**src/hw/drt_pkg.sv**
```systemverilog
/*
 Package for the dual reload timer register block: I/O addresses,
 control register layout, reset values, prescale count and carriers.
 Assumes a byte-wide on-chip I/O space with 8-bit addresses.
*/
package drt_pkg;

	// Byte addresses in on-chip I/O space
	localparam logic [7:0] ADDR_COUNT0_LOW = 8'h0c;
	localparam logic [7:0] ADDR_COUNT0_HIGH = 8'h0d;
	localparam logic [7:0] ADDR_RELOAD0_LOW = 8'h0e;
	localparam logic [7:0] ADDR_RELOAD0_HIGH = 8'h0f;
	localparam logic [7:0] ADDR_TIMER_CTRL = 8'h10;
	localparam logic [7:0] ADDR_COUNT1_LOW = 8'h14;
	localparam logic [7:0] ADDR_COUNT1_HIGH = 8'h15;
	localparam logic [7:0] ADDR_RELOAD1_LOW = 8'h16;
	localparam logic [7:0] ADDR_RELOAD1_HIGH = 8'h17;

	// Control register fields
	localparam int CTRL_ENABLE_LSB = 0;
	localparam int CTRL_ZERO_LSB = 6;

	// Reset values
	localparam logic [15:0] COUNT_RESET = 16'hffff;
	localparam logic [15:0] RELOAD_RESET = 16'hffff;
	localparam logic [7:0] CTRL_RESET = 8'h00;
	localparam logic [7:0] RDATA_IDLE = 8'h00;

	// System clocks per counter decrement
	localparam int TICK_CYCLES = 20;

	// Per-channel access strobes, one cycle each
	typedef struct packed {
		logic cnt_lo_wr;
		logic cnt_hi_wr;
		logic rld_lo_wr;
		logic rld_hi_wr;
		logic cnt_lo_rd;
		logic cnt_hi_rd;
	} drt_chan_ctl_s;

	// Per-channel state seen by the register side
	typedef struct packed {
		logic [15:0] count;
		logic [15:0] reload;
		logic [7:0] hold_hi;
		logic hold_valid;
		logic zero_flag;
	} drt_chan_stat_s;

endpackage : drt_pkg

```
**src/hw/drt_channel.sv**
```systemverilog
/*
 One reload timer channel: down counter, reload value, high-byte
 holding register and zero-reached flag.
 Assumes strobes from the register decoder are single-cycle and a
 shared prescale tick that is high one cycle in every period.
*/
`timescale 1ns/1ns
`default_nettype none

module drt_channel (
	input wire logic clk_sys,
	input wire logic reset,
	input wire logic tick,
	input wire logic count_en,
	input wire logic flag_clr,
	input wire logic [7:0] wdata,
	input wire drt_pkg::drt_chan_ctl_s ctl,
	output var drt_pkg::drt_chan_stat_s stat
);

	logic [15:0] count_next;
	logic [15:0] reload_next;
	logic [7:0] hold_next;
	logic hold_valid_next;
	logic flag_next;
	logic cnt_wr;
	logic step;
	logic hit_zero;

	// Software writes take priority over a decrement in the same cycle
	assign cnt_wr = ctl.cnt_lo_wr | ctl.cnt_hi_wr;
	assign step = tick & count_en & ~cnt_wr;
	assign hit_zero = step & (stat.count == 16'h0001);

	// Decrement, refill at zero; a written zero also refills
	assign count_next = ctl.cnt_lo_wr ? {stat.count[15:8], wdata} :
		ctl.cnt_hi_wr ? {wdata, stat.count[7:0]} :
		(step && stat.count <= 16'h0001) ? stat.reload :
		step ? stat.count - 16'h0001 : stat.count;

	// Reload value kept as two independent bytes
	assign reload_next = ctl.rld_lo_wr ? {stat.reload[15:8], wdata} :
		ctl.rld_hi_wr ? {wdata, stat.reload[7:0]} : stat.reload;

	// Low read freezes the high byte for the following high read
	assign hold_next = ctl.cnt_lo_rd ? stat.count[15:8] : stat.hold_hi;
	assign hold_valid_next = ctl.cnt_lo_rd | (stat.hold_valid & ~ctl.cnt_hi_rd);

	// Set wins over clear so a zero in the clearing cycle is kept
	assign flag_next = hit_zero | (stat.zero_flag & ~flag_clr);

	// Channel state
	always_ff @(posedge clk_sys or posedge reset)
	begin
		if (reset)
		begin
			stat.count <= drt_pkg::COUNT_RESET;
			stat.reload <= drt_pkg::RELOAD_RESET;
			stat.hold_hi <= 8'h00;
			stat.hold_valid <= 1'b0;
			stat.zero_flag <= 1'b0;
		end
		else
		begin
			stat.count <= count_next;
			stat.reload <= reload_next;
			stat.hold_hi <= hold_next;
			stat.hold_valid <= hold_valid_next;
			stat.zero_flag <= flag_next;
		end
	end

	// Checks on counting behaviour
	a_reload_reset: assert property (@(posedge clk_sys)
		$fell(reset) |-> stat.reload == 16'hffff)
		else $error("reload value not all ones after reset");
	a_refill_zero: assert property (@(posedge clk_sys) disable iff (reset)
		(step && stat.count == 16'h0001) |=> stat.count == $past(stat.reload))
		else $error("counter not refilled at zero");
	a_count_step: assert property (@(posedge clk_sys) disable iff (reset)
		(step && stat.count > 16'h0001) |=> stat.count == $past(stat.count) - 16'h0001)
		else $error("counter did not decrement by one");
	a_stopped_hold: assert property (@(posedge clk_sys) disable iff (reset)
		(!count_en && !cnt_wr) |=> $stable(stat.count))
		else $error("counter moved while disabled");
	a_flag_set: assert property (@(posedge clk_sys) disable iff (reset)
		hit_zero |=> stat.zero_flag ##1 (stat.zero_flag || $past(flag_clr)))
		else $error("zero flag not set on reaching zero");
	c_refill: cover property (@(posedge clk_sys) disable iff (reset)
		step && stat.count == 16'h0001);

endmodule : drt_channel

`default_nettype wire

```
**src/hw/drt_regs.sv**
```systemverilog
/*
 Top of the dual reload timer: byte-wide I/O register decode, shared
 divide-by-twenty prescaler, control register and two channels.
 Assumes the processor issues at most one single-cycle read or write
 strobe per clock, with address and data valid alongside it.
*/
//
// Contract
// - Each channel's 16-bit reload value is reached as low and high bytes.
// - Reset loads both reload values with all ones.
// - A counter reaching zero refills from its reload value and counts on.
// - Channel 0 reload bytes sit at 0EH and 0FH, read and write.
// - Channel 1 reload bytes sit at 16H and 17H, read and write.
// - Channel 0 counter bytes sit at 0CH and 0DH, read and write.
// - Channel 1 counter bytes sit at 14H and 15H, read and write.
// - An enabled counter decrements once every twenty system clocks.
// - Low byte read latches high byte; next high read returns the latch.
// - Counting only while enable bit is one; bit clears on reset.
// - Zero flag sets at zero; clears on control read then counter read.
`timescale 1ns/1ns
`default_nettype none

module drt_regs #(
	parameter int TICK_CYCLES = drt_pkg::TICK_CYCLES
) (
	input wire logic clk_sys,
	input wire logic reset,
	input wire logic [7:0] io_addr,
	input wire logic io_wr,
	input wire logic io_rd,
	input wire logic [7:0] io_wdata,
	output logic [7:0] io_rdata,
	output logic [1:0] zero_reached
);

	localparam int DIV_W = $clog2(TICK_CYCLES);

	// Prescaler below two cycles cannot pace a decrement
	if (TICK_CYCLES < 2)
	begin : g_bad_tick
		$error("TICK_CYCLES must be at least 2");
	end

	// Strobes for one channel from its four addresses
	function automatic drt_pkg::drt_chan_ctl_s chan_decode(
		input logic [7:0] addr,
		input logic [7:0] cnt_lo,
		input logic [7:0] cnt_hi,
		input logic [7:0] rld_lo,
		input logic [7:0] rld_hi,
		input logic wr,
		input logic rd
	);
		drt_pkg::drt_chan_ctl_s c;
		c.cnt_lo_wr = wr && addr == cnt_lo;
		c.cnt_hi_wr = wr && addr == cnt_hi;
		c.rld_lo_wr = wr && addr == rld_lo;
		c.rld_hi_wr = wr && addr == rld_hi;
		c.cnt_lo_rd = rd && addr == cnt_lo;
		c.cnt_hi_rd = rd && addr == cnt_hi;
		return c;
	endfunction : chan_decode

	drt_pkg::drt_chan_ctl_s ctl0;
	drt_pkg::drt_chan_ctl_s ctl1;
	drt_pkg::drt_chan_stat_s stat0;
	drt_pkg::drt_chan_stat_s stat1;
	logic [DIV_W-1:0] div_reg;
	logic [DIV_W-1:0] div_next;
	logic tick_reg;
	logic tick_next;
	logic [1:0] enable_reg;
	logic [1:0] enable_next;
	logic [1:0] arm_reg;
	logic [1:0] arm_next;
	logic [1:0] flag_clr;
	logic [1:0] cnt_rd;
	logic ctrl_wr;
	logic ctrl_rd;
	logic [7:0] ctrl_view;
	logic [7:0] rdata_next;
	logic [7:0] hi0_view;
	logic [7:0] hi1_view;

	// Address decode, same function for both channels
	assign ctl0 = chan_decode(io_addr, drt_pkg::ADDR_COUNT0_LOW,
		drt_pkg::ADDR_COUNT0_HIGH, drt_pkg::ADDR_RELOAD0_LOW,
		drt_pkg::ADDR_RELOAD0_HIGH, io_wr, io_rd);
	assign ctl1 = chan_decode(io_addr, drt_pkg::ADDR_COUNT1_LOW,
		drt_pkg::ADDR_COUNT1_HIGH, drt_pkg::ADDR_RELOAD1_LOW,
		drt_pkg::ADDR_RELOAD1_HIGH, io_wr, io_rd);
	assign ctrl_wr = io_wr && io_addr == drt_pkg::ADDR_TIMER_CTRL;
	assign ctrl_rd = io_rd && io_addr == drt_pkg::ADDR_TIMER_CTRL;

	// Free-running prescaler shared by both channels
	assign div_next = (div_reg == DIV_W'(TICK_CYCLES - 1)) ? '0 :
		div_reg + DIV_W'(1);
	assign tick_next = (div_reg == DIV_W'(TICK_CYCLES - 1));

	// Enable bits writable; flags are read-only from software
	assign enable_next = ctrl_wr ?
		io_wdata[drt_pkg::CTRL_ENABLE_LSB +: 2] : enable_reg;

	// Control read arms the clear; a counter byte read fires it
	assign cnt_rd = {ctl1.cnt_lo_rd | ctl1.cnt_hi_rd,
		ctl0.cnt_lo_rd | ctl0.cnt_hi_rd};
	assign flag_clr = arm_reg & cnt_rd;
	assign arm_next = ctrl_rd ? 2'b11 : (arm_reg & ~cnt_rd);

	// High byte returns the latch only after a matching low read
	assign hi0_view = stat0.hold_valid ? stat0.hold_hi : stat0.count[15:8];
	assign hi1_view = stat1.hold_valid ? stat1.hold_hi : stat1.count[15:8];
	assign ctrl_view = {stat1.zero_flag, stat0.zero_flag, 4'h0, enable_reg};

	// Read mux; unmapped addresses read as zero
	assign rdata_next = !io_rd ? drt_pkg::RDATA_IDLE :
		(io_addr == drt_pkg::ADDR_COUNT0_LOW) ? stat0.count[7:0] :
		(io_addr == drt_pkg::ADDR_COUNT0_HIGH) ? hi0_view :
		(io_addr == drt_pkg::ADDR_RELOAD0_LOW) ? stat0.reload[7:0] :
		(io_addr == drt_pkg::ADDR_RELOAD0_HIGH) ? stat0.reload[15:8] :
		(io_addr == drt_pkg::ADDR_COUNT1_LOW) ? stat1.count[7:0] :
		(io_addr == drt_pkg::ADDR_COUNT1_HIGH) ? hi1_view :
		(io_addr == drt_pkg::ADDR_RELOAD1_LOW) ? stat1.reload[7:0] :
		(io_addr == drt_pkg::ADDR_RELOAD1_HIGH) ? stat1.reload[15:8] :
		(io_addr == drt_pkg::ADDR_TIMER_CTRL) ? ctrl_view :
		drt_pkg::RDATA_IDLE;

	// Register block state
	always_ff @(posedge clk_sys or posedge reset)
	begin
		if (reset)
		begin
			div_reg <= '0;
			tick_reg <= 1'b0;
			enable_reg <= drt_pkg::CTRL_RESET[1:0];
			arm_reg <= 2'b00;
			io_rdata <= drt_pkg::RDATA_IDLE;
		end
		else
		begin
			div_reg <= div_next;
			tick_reg <= tick_next;
			enable_reg <= enable_next;
			arm_reg <= arm_next;
			io_rdata <= rdata_next;
		end
	end

	// Flag copies for the outside; one cycle behind the channel
	always_ff @(posedge clk_sys or posedge reset)
	begin
		if (reset)
			zero_reached <= 2'b00;
		else
			zero_reached <= {stat1.zero_flag, stat0.zero_flag};
	end

	// Two identical channels, differing in decode, enable bit and flag clear
	drt_channel u_chan0 (
		.clk_sys(clk_sys),
		.reset(reset),
		.tick(tick_reg),
		.count_en(enable_reg[0]),
		.flag_clr(flag_clr[0]),
		.wdata(io_wdata),
		.ctl(ctl0),
		.stat(stat0)
	);

	drt_channel u_chan1 (
		.clk_sys(clk_sys),
		.reset(reset),
		.tick(tick_reg),
		.count_en(enable_reg[1]),
		.flag_clr(flag_clr[1]),
		.wdata(io_wdata),
		.ctl(ctl1),
		.stat(stat1)
	);

	// Cycles since the last tick, for the period check only
	logic [7:0] gap_reg;
	logic seen_reg;
	always_ff @(posedge clk_sys or posedge reset)
	begin
		if (reset)
		begin
			gap_reg <= 8'h00;
			seen_reg <= 1'b0;
		end
		else
		begin
			gap_reg <= tick_reg ? 8'h00 : gap_reg + 8'h01;
			seen_reg <= seen_reg | tick_reg;
		end
	end

	a_tick_period: assert property (@(posedge clk_sys) disable iff (reset)
		(tick_reg && seen_reg) |-> gap_reg == 8'(TICK_CYCLES - 1))
		else $error("decrement tick period wrong");
	a_reload0_write: assert property (@(posedge clk_sys) disable iff (reset)
		(io_wr && io_addr == 8'h0e) ##1 (io_rd && io_addr == 8'h0e && !io_wr)
		|=> io_rdata == $past(io_wdata, 2))
		else $error("reload 0 low byte not read back");
	a_reload1_write: assert property (@(posedge clk_sys) disable iff (reset)
		(io_wr && io_addr == 8'h17) |=> stat1.reload[15:8] == $past(io_wdata))
		else $error("reload 1 high byte not written");
	a_count0_read: assert property (@(posedge clk_sys) disable iff (reset)
		(io_rd && io_addr == 8'h0c) |=> io_rdata == $past(stat0.count[7:0]))
		else $error("counter 0 low byte read wrong");
	a_count1_write: assert property (@(posedge clk_sys) disable iff (reset)
		(io_wr && io_addr == 8'h14) |=> stat1.count[7:0] == $past(io_wdata))
		else $error("counter 1 low byte not written");
	a_hold_read: assert property (@(posedge clk_sys) disable iff (reset)
		(io_rd && io_addr == 8'h0c) ##1 (io_rd && io_addr == 8'h0d)
		|=> io_rdata == $past(stat0.count[15:8], 2))
		else $error("high read did not return latched byte");
	a_flag_clear: assert property (@(posedge clk_sys) disable iff (reset)
		(ctrl_rd ##1 (ctl1.cnt_lo_rd && !u_chan1.hit_zero) ##0 1'b1) or
		(arm_reg[1] && cnt_rd[1] && !(u_chan1.hit_zero))
		|=> !stat1.zero_flag)
		else $error("zero flag not cleared by read sequence");
	a_enable_gate: assert property (@(posedge clk_sys) disable iff (reset)
		(!enable_reg[0] && !ctl0.cnt_lo_wr && !ctl0.cnt_hi_wr)
		|=> stat0.count == $past(stat0.count))
		else $error("counter 0 moved while disabled");
	c_flag_cleared: cover property (@(posedge clk_sys) disable iff (reset)
		stat0.zero_flag ##1 ctrl_rd ##[1:4] (cnt_rd[0] && arm_reg[0]));
	c_hold_used: cover property (@(posedge clk_sys) disable iff (reset)
		ctl0.cnt_lo_rd ##[1:8] ctl0.cnt_hi_rd);
	c_both_zero: cover property (@(posedge clk_sys) disable iff (reset)
		stat0.zero_flag && stat1.zero_flag);

endmodule : drt_regs

`default_nettype wire

```
**config.mk**
```make
export PLATFORM = sky130hd
export DESIGN_NAME = drt_regs
export DESIGN_NICKNAME = d
export VERILOG_FILES = /design/src/hw/drt_pkg.sv /design/src/hw/drt_channel.sv /design/src/hw/drt_regs.sv
export SDC_FILE = /design/constraint.sdc
export NUM_CORES = 1
export LEC_CHECK = 0
export BUFFER_PORTS_ARGS = -buffer_cell sky130_fd_sc_hd__buf_2
export CORE_MARGIN = 3
export CORE_UTILIZATION = 40
export CTS_BUF_LIST = sky130_fd_sc_hd__clkbuf_8 sky130_fd_sc_hd__clkbuf_16
export DETAILED_ROUTE_END_ITERATION = 7
export GPL_ROUTABILITY_DRIVEN = 1
export GPL_TIMING_DRIVEN = 0
export HOLD_SLACK_MARGIN = 0.03
export PLACE_DENSITY = 0.68
export SETUP_SLACK_MARGIN = 0.05
export SYNTH_ARGS = -nofsm -noshare
export SYNTH_HDL_FRONTEND = slang
export SYNTH_SLANG_ARGS = --single-unit
```
**constraint.sdc**
```tcl
create_clock -name clk_sys -period 3.2 [get_ports clk_sys]
set_clock_uncertainty 0.1 [all_clocks]
set_input_delay 0 -clock clk_sys [delete_from_list [all_inputs] [get_ports clk_sys]]
set_output_delay 0 -clock clk_sys [all_outputs]
set_load 0.01 [all_outputs]
```
Word level (Yosys, flattened, before mapping)

Index checks and enable logic that the tools add are counted.

Register bits: 104

Add/sub/neg operators: 3
Order comparisons: 2
Reduce and logical (&&, ||, !) cells: 26
Equal/unequal tests: 14
Bitwise gates (word level): 31
Muxes and demuxes: 24

Operators with widths:

| kind                                                             | number |
|---|---|
| two-way mux 8 bit                                                | 16 |
| two-way mux 16 bit                                               | 6 |
| == test 8 x 5 -> 1 bit (second input constant)                   | 5 |
| == test 16 x 1 -> 1 bit (second input constant)                  | 2 |
| == test 8 x 4 -> 1 bit (second input constant)                   | 4 |
| less-or-equal comparator 16 x 1 -> 1 bit (second input constant) | 2 |
| subtractor 16 x 1 -> 16 bit (second input constant)              | 2 |
| logical AND 1 bit                                                | 16 |
| AND reduction 2 bit                                              | 6 |
| nonzero test 3 bit                                               | 4 |
| bitwise AND 1 bit                                                | 10 |
| NOT 1 bit                                                        | 10 |
| OR 1 bit                                                         | 8 |
| adder 5 x 1 -> 5 bit (second input constant)                     | 1 |
| == test 5 bit (second input constant)                            | 1 |
| two-way mux 5 bit                                                | 1 |
| bitwise AND 2 bit                                                | 2 |
| != test 2 x 1 -> 1 bit (second input constant)                   | 2 |
| two-way mux 2 bit                                                | 1 |
| NOT 2 bit                                                        | 1 |

Longest topological paths before layout

Gate-level depths: netlist of the first run.

Depth after elaboration: 11
Mapped depth: 9
Mapped depth without buffers: 7

Cells and area by module

Synthesis of the first run repeated with hierarchy kept, for this count alone.

Cell total of the unflattened synthesis: 614
Area, all modules: 6231.0 µm²

By module, submodules not included:

| module      | times used | cells each | area each (µm²) | sequential area each (µm²) |
|---|---|---|---|---|
| drt_channel | 2          | 207        | 2232.1          | 1091.0 |
| drt_regs    | 1          | 200        | 1766.7          | 500.5 |

Worst setup path before layout of the first run

OpenSTA, ideal clock, no wires.

Kind: register -> register
From: register u_chan0.stat[26] in the netlist's numbering
To: register u_chan0.stat[26] in the netlist's numbering
Clock period less this slack: 2.148 ns
Setup slack: 1.052 ns
Arrival time: 1.955 ns
Path buffers: 2
Stages on the path, launching flop included: 10
Setup time: 0.094 ns
Data required time: 3.006 ns
Cells stage by stage: dfstp_2 inv_1 ha_1 clkbuf_1 nor2_1 nor4b_4 nand2_1 buf_2 mux2i_1 o221ai_1

Word-level cells in the longest chain between the ends: 5
Elaborated cells between the ends (all ways): 9
Those cells by class: add/sub (1); order compare (1); mux (4); reduce/logical (3)

Ends and longest elaborated chain:

| item                                                                                    | line                                 | RTL |
|---|---|---|
| start: declaration                                                                      | drt_channel.sv:18                    | `output var drt_pkg::drt_chan_stat_s stat` |
| subtractor 16 x 1 -> 16 bit or less-or-equal comparator 16 x 1 -> 1 bit (tied branches) | drt_channel.sv:39, drt_channel.sv:38 |  |
| two-way mux 16 bit or logical AND 1 bit (tied branches)                                 | drt_channel.sv:39, drt_channel.sv:38 |  |
| two-way mux 16 bit                                                                      | drt_channel.sv:38                    | `(step && stat.count <= 16'h0001) ? stat.reload :` |
| two-way mux 16 bit                                                                      | drt_channel.sv:37                    | `ctl.cnt_hi_wr ? {wdata, stat.count[7:0]} :` |
| two-way mux 8 bit                                                                       | drt_channel.sv:36                    | `assign count_next = ctl.cnt_lo_wr ? {stat.count[15:8], wdata} :` |

Parallel ways exist; a longest one is shown, timed or not. The select of a mux whose other input is x is not followed.
A chain may end at the register's enable or synchronous reset.

Final worst setup path of the first run

From: register u_chan0.stat[26] in the netlist's numbering
To: register u_chan0.stat[34] in the netlist's numbering

Word-level cells in the longest chain between the ends: 4
Elaborated cells between the ends (all ways): 8
Those cells by class: add/sub (1); order compare (1); mux (3); reduce/logical (3)

Ends and longest elaborated chain:

| item                                                                                    | line |
|---|---|
| subtractor 16 x 1 -> 16 bit or less-or-equal comparator 16 x 1 -> 1 bit (tied branches) | drt_channel.sv:39, drt_channel.sv:38 |
| two-way mux 16 bit or logical AND 1 bit (tied branches)                                 | drt_channel.sv:39, drt_channel.sv:38 |
| two-way mux 16 bit or nonzero test 3 bit (tied branches)                                | -- |
| two-way mux 16 bit or AND reduction 2 bit (tied branches)                               | -- |

Parallel ways exist; a longest one is shown, timed or not. The select of a mux whose other input is x is not followed.

==> run summary, run 1 <==
• antenna diode count: 0
• average wire per standard cell: 21.3 um
• global-route wire length before repair: 30.7 mm
• post-CTS resize count: 0
• summed instance area of the synthesized netlist: 0.00636 mm^2
• global router's overall resource usage: 0.224
• Tightest Pin Transition: 1.09 ns
• largest fanout on the critical path: 10
• final weighted congestion in routability-driven placement: 0.948
• input/output buffers: 27
• width of the die: 132 um
• Hold Path Depth: 3
• Root Buffer Master: clkbuf_16
• Worst path max stage delay: 0.56 ns
• Highest Clock Rate: 383 MHz
• setup slack of the most critical reg-to-reg path: 0.59 ns
• post-CTS setup buffer count: 0
• worst relative slew slack: 0.270
• WHS Endpoint: u_chan0.stat[26]$_DFFE_PP1P_
• starting utilization of the core area: 0.414
• count of cells along the worst register-to-register path: 9
• Hold/Removal Path Class: input port to flop
• area of the core: 0.0154 mm^2
• sequential-to-total area share from yosys stat: 0.422
• largest registers in the final layout: u_chan0.stat: 42 flops, u_chan1.stat: 42 flops, io_rdata: 8 flops
• highest-delay cell along the critical path: dfstp_2
• Detail Placement HPWL: 14.2 mm
• number of synthesized flops with an enable pin: 0
• Top FF cell, synth: dfstp_2
• average size of a mapped cell: 9.94 um^2
• cell area after placement: 0.00679 mm^2
• worst path setup slack after routing: 0.590 ns
• Crit path arrival time: 2.75 ns
• via count of the first global-routing pass: 5228
• worst reg2reg startpoint: u_chan0.stat[26]$_DFFE_PP1P_
• router iterations before antenna repair: 5
• Layout area overhead: 12.2%
• number of distinct library cell variants in the gate-level netlist after synthesis: 72
• I/O Pins: 30
• TritonCTS Sinks: 104
• result of the run: completed
• nets: 713
• antenna violations before repair: 0
• num rows: 45
• most used cells in the layout excluding fill and tap cells: dfstp_2 (64), mux2_2 (54), nand2_1 (44), o21ai_0 (42), nor2_1 (41)
• CTS H-tree lvls: 3
• flip-flop and latch count after synthesis: 104
• DR vias/cell: 6.08
• layout filler cell count: 1420
• RSZ-0062 raised after global routing: false
• max-slew violation count: 0
• ratio of total power to cell area: 407 mW/mm^2
• CTS tree: built
• number of buffers inserted during clock tree synthesis: 9
• critical-path cell list: inv_1 > ha_1 > clkbuf_1 > nor2_1 > nor4b_4 > nand2_1 > buf_2 > mux2i_1 > a21oi_1
• DR iter-0 viols: 762
• category of the critical setup timing path: flop to flop
• CTS max path bufs: 2
• share of layout cells above drive strength 1: 0.283
• final number of hold-violating endpoints: 0
• Core Util, Final: 0.465
• standby leakage power: 3.00 nW
• final count of negative-setup-slack endpoints: 0
• quantity of hold-fixing buffers added after cts: 9
• gate count after technology mapping: 640
• Die Ht: 132 um
• period utilisation layout: 0.816
• Buffers & Inverters on Critical Path: 3
• area of combinational cells with multiple inputs: 0.00343 mm^2
• leading cell type in the layout, fill and taps excluded: dfstp_2
• number of warnings issued by yosys: 0
• FF/Latch Area: 0.00268 mm^2
• Post-route DRC: 0
• clock input transition at the sequential cells of the worst setup and hold paths: 0.07 ns
• peak supply drop: 0.262 mV
• Die Outline Area: 0.0175 mm^2
• type of origin of the critical path: flop
• pre-CTS worst setup slack: 0.623 ns
• minimum clock period: 2.61 ns
• Top Family by Delay on Critical Path: buffers and inverters
• Max Cap Violations: 0
• async set or reset register ratio after synthesis: 1.00
• antenna viol nets, final: 0
• total overflow reported by the global router: 0
• pin count of the biggest net entering global routing: 54
• routed wire length: 19.2 mm
• clock insertion delay at the later pin of the skew report: 0.36 ns
• via count: 5494
• kind of end point of the critical path: flop
• RR Endpoint: u_chan0.stat[34]$_DFFE_PP1P_
• post-route cell area: 0.00714 mm^2
• Req. time, crit path: 3.34 ns
• launch instance of the worst min-delay path: io_wdata[0]
• worst hold slack: 0.0670 ns
• total nets after synthesis: 665
[synth_stat cells, types with 4 or more instances]
| cell | instances | area share |
|---|---|---|
| a211oi_1 | 7 | 0.0083 |
| a21oi_1 | 38 | 0.030 |
| a22o_1 | 6 | 0.0083 |
| a22oi_1 | 20 | 0.024 |
| a2bb2oi_1 | 7 | 0.0096 |
| a31oi_1 | 7 | 0.0069 |
| and2_1 | 5 | 0.0049 |
| and3_1 | 6 | 0.0059 |
| and4_1 | 4 | 0.0055 |
| buf_1 | 4 | 0.0024 |
| buf_2 | 10 | 0.0079 |
| clkbuf_1 | 18 | 0.011 |
| dfrtp_1 | 40 | 0.16 |
| dfstp_2 | 64 | 0.26 |
| ha_1 | 5 | 0.0098 |
| inv_1 | 20 | 0.012 |
| mux2_2 | 54 | 0.096 |
| mux2i_1 | 31 | 0.049 |
| nand2_1 | 44 | 0.026 |
| nand2b_1 | 12 | 0.012 |
| nand3_1 | 17 | 0.013 |
| nand4_1 | 12 | 0.012 |
| nor2_1 | 41 | 0.024 |
| nor2b_1 | 8 | 0.0079 |
| nor3_1 | 8 | 0.0063 |
| nor4_1 | 11 | 0.011 |
| o21ai_0 | 42 | 0.033 |
| o221ai_1 | 7 | 0.0096 |
| o22ai_1 | 4 | 0.0039 |
| o31ai_1 | 4 | 0.0047 |
| or3_1 | 6 | 0.0059 |
| xnor2_1 | 16 | 0.022 |
[per-stage QoR]
step	power (mW)	std cells	setup TNS, ns
2_1_floorplan	1.76	640	0
3_3_place_gp	1.88	878	-28.84
3_5_place_dp	1.90	879	0
4_1_cts	2.91	904	0
5_1_grt	3.03	904	0
6_report	2.91	904	0
[metal layers]
layer	GRT usage	part of all wire
met1	0.334	0.46
met2	0.329	0.44
met3	0.0366	0.074
met4	0.0788	0.022
met5	0	0
[logic make-up after synthesis]
logic type                 count (synthesis)  share of synthesized area
adders and majority gates                  5                    0.00983
DFF                                      104                      0.422
and+or+nand+nor                          199                      0.181
muxes                                     85                      0.144
xor gates and xnor gates                  17                     0.0234
AOI/OAI and AO/OA                        173                      0.181
buffers and inverters                     57                     0.0391
[worst min-delay path: stages]
cell	delay [ns]
clkbuf_1	0.25
nand2_1	0.13
o221ai_1	0.12
[final cells by class]
type / count / share of cell area
Timing Repair Buffer: 37 / 0.0354
Clock inverter: 7 / 0.00473
Sequential cell: 104 / 0.376
Tap cell: 211 / 0.0370
Inverter: 21 / 0.0114
Clock buffer: 9 / 0.0315
Buffer: 36 / 0.0238
Multi-Input combinational cell: 479 / 0.480
[power by group]
group / leakage (nW) / switching, mW / internal, mW / total [mW]
Sequential: 1.19 / 0.0871 / 1.42 / 1.51
Combinational: 1.67 / 0.230 / 0.156 / 0.386
Clock: 0.139 / 0.496 / 0.515 / 1.01
Total: 3.00 / 0.813 / 2.10 / 2.91
[worst max-delay path by stage]
stage                                       from                            to  cells after the start
floorplan                                  reset          arm_reg[0]$_DFF_PP0_                      1
global route        u_chan0.stat[26]$_DFFE_PP1P_  u_chan0.stat[26]$_DFFE_PP1P_                      9
CTS                 u_chan0.stat[26]$_DFFE_PP1P_  u_chan0.stat[26]$_DFFE_PP1P_                      9
global placement                           reset         io_rdata[0]$_DFF_PP0_                      2
finish              u_chan0.stat[26]$_DFFE_PP1P_  u_chan0.stat[34]$_DFFE_PP1P_                      9
detailed placement  u_chan0.stat[26]$_DFFE_PP1P_  u_chan0.stat[26]$_DFFE_PP1P_                      9
(Power assumes the default switching activity.)
==> run 2: changes to the inputs <==
==> constraint.sdc (replaced) <==
create_clock -name clk_sys -period 2.65 [get_ports clk_sys]
set_clock_uncertainty 0.1 [all_clocks]
set_input_delay 0 -clock clk_sys [delete_from_list [all_inputs] [get_ports clk_sys]]
set_output_delay 0 -clock clk_sys [all_outputs]
set_load 0.01 [all_outputs]
==> run 2 against run 1 <==
Effect of this change:
- wire length increased by 1.9%
- sequential share of layout area down 0.44 points
- worst setup slack got worse by 0.37 ns
- final cell count is 0.22% higher
- flip-flop and latch count did not move
- sequential power increased by 21%
- worst hold slack worse by 0.012 ns
- clock power is 38% higher
- critical endpoint is now u_chan0.stat[41]$_DFFE_PP1P_
- largest power group unchanged
- highest routed layer unchanged
==> run summary, run 2 (same netlist as run 1, synthesis figures left out) <==
• total instance count after detailed placement: 880, +0.11%
• clock insertion delay at the later pin of the skew report: 0.37 ns, about the same
• Pwr Total: 3.69 mW, +27%
• Max Cap Violations: 0, unchanged
• minimum clock period: 2.43 ns
• max-slew violation count: 0, unchanged
• Post-route DRC: 0, unchanged
• global router's overall resource usage: 0.226, +0.00133
• pre-CTS worst setup slack: 0.125 ns, -0.498 ns
• via count of the first global-routing pass: 5338, +2.1%
• Detail Placement HPWL: 14.5 mm, +2.2%
• worst relative slew slack: 0.358, +0.0874
• router iterations before antenna repair: 5, unchanged
• result of the run: completed
• peak supply drop: 0.302 mV, +15%
• highest-delay cell along the critical path: a31oi_1
• Crit path arrival time: 2.61 ns, -0.14 ns
• top layer in use: met4
• antenna viol nets, final: 0, unchanged
• via count: 5520, +0.47%
• standby leakage power: 3.02 nW, +0.61%
• input/output buffers: 27, unchanged
• Layout area overhead: 13.5%
• share of layout cells above drive strength 1: 0.294, +0.0107
• ratio of total power to cell area: 511 mW/mm^2, +25%
• period utilisation layout: 0.916
• Worst path max stage delay: 0.77 ns, +0.21 ns
• starting utilization of the core area: 0.414, unchanged
• sum of negative setup slack: 0 ns, unchanged
• final weighted congestion in routability-driven placement: 0.986, +4.0%
• most used cells in the layout excluding fill and tap cells: dfstp_2 (64), mux2_2 (54), nand2_1 (44), o21ai_0 (42)
• nets: 715, +0.28%
• pin count of the biggest net entering global routing: 44, -19%
• worst path setup slack after routing: 0.224 ns, -0.366 ns
• TritonCTS Sinks: 104, unchanged
• num rows: 45, unchanged
• global-route wire length before repair: 30.8 mm, +0.25%
• CTS H-tree lvls: 3, unchanged
• detailed route wirelength on metal2: 8.76 mm, +2.9%
• average wire per standard cell: 21.6 um, +1.7%
• final number of hold-violating endpoints: 0, unchanged
• critical-path cell list: dlygate4sd3_1 > buf_2 > nor2b_1 > clkbuf_1 > a31oi_1 > nand3_1 > a32o_1 > a21oi_1
• Tightest Pin Transition: 0.959 ns, -0.131 ns
• routed wire length: 19.6 mm, +1.9%
• RSZ-0062 raised after global routing: false
• Core Util, Final: 0.470, +0.00545
• antenna diode count: 0, unchanged
• Die Outline Area: 0.0175 mm^2, unchanged
• kind of end point of the critical path: flop
• Die Ht: 132 um, unchanged
• Highest Clock Rate: 412 MHz
• I/O Pins: 30, unchanged
• routed metal-1 wirelength: 8.82 mm, -0.69%
• Hold/Removal Path Class: input port to flop
• CTS max path bufs: 2, unchanged
• Root Buffer Master: clkbuf_16
• number of buffers inserted during clock tree synthesis: 9, unchanged
• DR vias/cell: 6.09, +0.25%
• final count of negative-setup-slack endpoints: 0, unchanged
• DR iter-0 viols: 727, -4.6%
• clock input transition at the sequential cells of the worst setup and hold paths: 0.07 ns, about the same
• antenna violations before repair: 0, unchanged
• category of the critical setup timing path: input port to flop
• largest fanout on the critical path: 9, -1
• leading cell type in the layout, fill and taps excluded: dfstp_2
• largest registers in the final layout: u_chan0.stat: 42 flops, u_chan1.stat: 42 flops, io_rdata: 8 flops
• routed wire length on met3: 1.55 mm, +8.9%
• area of the core: 0.0154 mm^2, unchanged
• width of the die: 132 um, unchanged
• total overflow reported by the global router: 0, unchanged
• layout filler cell count: 1474, +3.8%
• CTS tree: built
• non-filler instance count after layout: 906, +0.22%
• type of origin of the critical path: input port
• Req. time, crit path: 2.84 ns, -0.50 ns
run 2: timing repair:
item,in CTS,in global routing
endpoints found under the hold margin,113,0
buffers inserted,0,2
hold buffers,9,0
gates resized for setup,0,3
setup endpoints to repair,0,12
run 2: critical path, delay by kind of cell:
kind	cells	cell delay, ns
AOI/OAI and AO/OA	3	1.22
buffers and inverters	3	0.92
and+or+nand+nor	2	0.47
run 2: power breakdown:
group | total, mW | internal [mW] | switching, mW
registers | 1.82 | 1.72 | 0.102
clock network | 1.39 | 0.762 | 0.627
logic | 0.480 | 0.196 | 0.283
run 2: final timing paths:
| check | startpoint | endpoint | slack, ns | depth (start not counted) |
|---|---|---|---|---|
| worst max-delay path | io_wr | u_chan0.stat[41]$_DFFE_PP1P_ | 0.22 | 8 |
| min in group asynchronous | reset | u_chan1.stat[36]$_DFFE_PP1P_ | 0.45 | 3 |
| worst max register to register | u_chan0.stat[31]$_DFFE_PP1P_ | u_chan0.stat[37]$_DFFE_PP1P_ | 0.34 | 6 |
| worst min register to register | u_chan0.stat[0]$_DFF_PP0_ | zero_reached[0]$_DFF_PP0_ | 0.32 | 0 |
| worst min-delay path | io_wdata[0] | u_chan0.stat[26]$_DFFE_PP1P_ | 0.05 | 3 |
| max in group asynchronous | reset | u_chan0.stat[22]$_DFFE_PP1P_ | 1.64 | 4 |
run 2: layout make-up:
class | count | area (um^2) | area share
timing repair buffer | 40 | 280 | 0.0388
multi-input combinational | 479 | 3440 | 0.476
tap | 211 | 264 | 0.0365
sequential | 104 | 2680 | 0.371
inverter | 21 | 82.6 | 0.0114
buffer | 35 | 169 | 0.0234
clock buffer | 10 | 239 | 0.0331
clock inverter | 6 | 67.6 | 0.00935
run 2: stage by stage:
step,instance area (um^2),hold slack [ns]
2_1_floorplan,6370,0.0236
3_3_place_gp,6770,0.261
3_5_place_dp,6810,0.282
4_1_cts,7200,0.0464
5_1_grt,7220,0.105
6_report,7220,0.0547
run 2: layer usage:
metal | GRT usage | vias to the layer above
met2 | 0.338 | 244
met1 | 0.324 | 2750
li1 | - | 2490
met5 | 0 | -
met4 | 0.0817 | 0
met3 | 0.0443 | 36
==> run 3: changes to the inputs <==
--- a/config.mk
+++ b/config.mk
@@ -13,7 +13,7 @@
 export GPL_ROUTABILITY_DRIVEN = 1
 export GPL_TIMING_DRIVEN = 0
 export HOLD_SLACK_MARGIN = 0.03
-export PLACE_DENSITY = 0.68
+export PLACE_DENSITY = 0.7
 export SETUP_SLACK_MARGIN = 0.05
 export SYNTH_ARGS = -nofsm -noshare
 export SYNTH_HDL_FRONTEND = slang
==> constraint.sdc (replaced) <==
create_clock -name clk_sys -period 2.05 [get_ports clk_sys]
set_clock_uncertainty 0.1 [all_clocks]
set_input_delay 0 -clock clk_sys [delete_from_list [all_inputs] [get_ports clk_sys]]
set_output_delay 0 -clock clk_sys [all_outputs]
set_load 0.01 [all_outputs]
==> run 3 against run 2 <==
Effect of this change:
- global-route usage rose by 0.12 points
- final cell count increased by 1.3%
- first-iteration DRC count decreased by 8.9%
- critical path depth is 2 lower
- flip-flop and latch count is the same
- combinational power rose by 46%
- sequential power increased by 31%
- register-to-register slack got worse by 0.33 ns
- worst setup slack lost 0.22 ns
- wire length increased by 1.8%
- power grew 32%
- largest cell class unchanged
- highest routed layer is now met5
==> run summary, run 3 (same netlist as run 1, synthesis figures left out) <==
• result of the run: completed
• area of the core: 0.0154 mm^2, unchanged
• nets: 727, +1.7%
• via count: 5614, +1.7%
• Die Ht: 132 um, unchanged
• via count of the first global-routing pass: 5426, +1.6%
• global-route wire length before repair: 31.3 mm, +1.5%
• TritonCTS Sinks: 104, unchanged
• Detail Placement HPWL: 14.4 mm, -0.64%
• Post-route DRC: 0, unchanged
• type of origin of the critical path: flop
• total overflow reported by the global router: 0, unchanged
• CTS H-tree lvls: 3, unchanged
• period utilisation layout: 0.997
• final number of hold-violating endpoints: 0, unchanged
• antenna violations before repair: 1, +1
• final weighted congestion in routability-driven placement: 1.00, +1.8%
• Max Cap Violations: 0, unchanged
• I/O Pins: 30, unchanged
• standby leakage power: 3.20 nW, +6.1%
• worst hold slack: 0.0630 ns, +0.00830 ns
• Core Util, Final: 0.499, +0.0287
• pin count of the biggest net entering global routing: 45, +2.3%
• DR iter-0 viols: 662, -8.9%
• Highest Clock Rate: 489 MHz
• starting utilization of the core area: 0.414, unchanged
• most used cells in the layout excluding fill and tap cells: dfstp_2 (64), mux2_2 (54), nand2_1 (41), nor2_1 (39), dfrtp_1 (39)
• clock insertion delay at the later pin of the skew report: 0.37 ns, about the same
• CTS max path bufs: 2, unchanged
• kind of end point of the critical path: flop
• num rows: 45, unchanged
• peak supply drop: 0.360 mV, +19%
• routed wire length: 20.0 mm, +1.8%
• RSZ-0062 raised after global routing: true
• Die Outline Area: 0.0175 mm^2, unchanged
• worst relative slew slack: 0.459, +0.101
• antenna viol nets, final: 0, unchanged
• largest registers in the final layout: u_chan0.stat: 42 flops, u_chan1.stat: 42 flops, io_rdata: 8 flops
• max-slew violation count: 0, unchanged
• category of the critical setup timing path: flop to flop
• Root Buffer Master: clkbuf_16
• clock input transition at the sequential cells of the worst setup and hold paths: 0.07 ns, about the same
• largest fanout on the critical path: 3, -6
• DR vias/cell: 6.12, +0.37%
• Crit path arrival time: 2.22 ns, -0.39 ns
• minimum clock period: 2.04 ns
• leading cell type in the layout, fill and taps excluded: dfstp_2
• Hold/Removal Path Class: input port to flop
• total instance count after detailed placement: 880, unchanged
• Tightest Pin Transition: 0.809 ns, -0.150 ns
• share of layout cells above drive strength 1: 0.373, +0.0799
• width of the die: 132 um, unchanged
• final count of negative-setup-slack endpoints: 0, unchanged
• antenna diode count: 0, unchanged
• input/output buffers: 27, unchanged
• setup slack of the most critical reg-to-reg path: 0.007 ns, -0.33 ns
• router iterations before antenna repair: 5, unchanged
• average wire per standard cell: 21.8 um, +0.51%
• non-filler instance count after layout: 918, +1.3%
• number of buffers inserted during clock tree synthesis: 9, unchanged
• CTS tree: built
• Pwr Total: 4.86 mW, +32%
• ratio of total power to cell area: 634 mW/mm^2, +24%
• Req. time, crit path: 2.23 ns, -0.61 ns
• Layout area overhead: 20.5%
• global router's overall resource usage: 0.227, +0.00118
-- run 3: cell count changes in the layout (fill, tap and decap cells not counted), moves of 5 or more --
cell,delta
nor4_4,+8
buf_4,+14
nor4_1,-6
clkbuf_1,-5
-- run 3: through the flow --
step                      instance area, um^2  setup TNS [ns]  worst slack, ns
after floorplan                          6390               0           0.0536
after global placement                   6790           -5.78           -0.317
after detailed placement                 6830           -8.03           -0.393
after CTS                                7420               0           0.0427
after global routing                     7660          -0.331          -0.0911
final                                    7660               0          0.00703
-- run 3: final cells by class --
cell class                      instances  area (um^2)
Sequential cell                       104         2680
Multi-Input combinational cell        479         3750
Fill cell                            1390         7710
Timing Repair Buffer                   55          400
Inverter                               21         87.6
Clock buffer                            9          225
Tap cell                              211          264
Clock inverter                          7         71.3
Buffer                                 32          180
-- run 3: routing by layer --
metal	wire length, um	part of all wire	track usage	vias to the layer above
li1	-	-	-	2510
met1	8900	0.45	0.327	2773
met2	8780	0.44	0.336	283
met3	1690	0.085	0.0439	46
met4	580	0.029	0.0887	2
met5	13	0.00065	0	-
-- run 3: worst max-delay path: stages (launching register included) --
cell and delay, ns:
dfstp_2 0.40, nor4_4 0.31, buf_6 0.14, nand4_1 0.19
or4_4 0.52, o221ai_2 0.20, a2bb2oi_1 0.09
-- run 3: path summary, 6_finish.rpt --
kind                                               from                      endpoint  depth (start not counted)
max                        u_chan0.stat[31]$_DFFE_PP1P_  u_chan0.stat[39]$_DFFE_PP1P_                          6
min                                         io_wdata[0]  u_chan0.stat[26]$_DFFE_PP1P_                          3
max reg2reg                u_chan0.stat[31]$_DFFE_PP1P_  u_chan0.stat[39]$_DFFE_PP1P_                          6
min reg2reg                   u_chan0.stat[0]$_DFF_PP0_     zero_reached[0]$_DFF_PP0_                          0
max in group asynchronous                         reset  u_chan0.stat[33]$_DFFE_PP1P_                          5
min in group asynchronous                         reset  u_chan1.stat[40]$_DFFE_PP1P_                          3
-- run 3: timing repair --
item / in CTS / in global routing
gates resized for setup: 32 / 46
setup buffers: 9 / 7
endpoints found under the hold margin: 100 / 0
setup endpoints to repair: 38 / 35
gates cloned: 1 / 0
hold buffers: 9 / 0
pin swaps: 12 / 15
-- run 3: where the power goes --
group | total, mW | switching, mW | leakage (nW) | internal [mW]
logic | 0.701 | 0.399 | 1.86 | 0.302
clock network | 1.77 | 0.822 | 0.150 | 0.950
registers | 2.39 | 0.161 | 1.19 | 2.22
total | 4.86 | 1.38 | 3.20 | 3.48
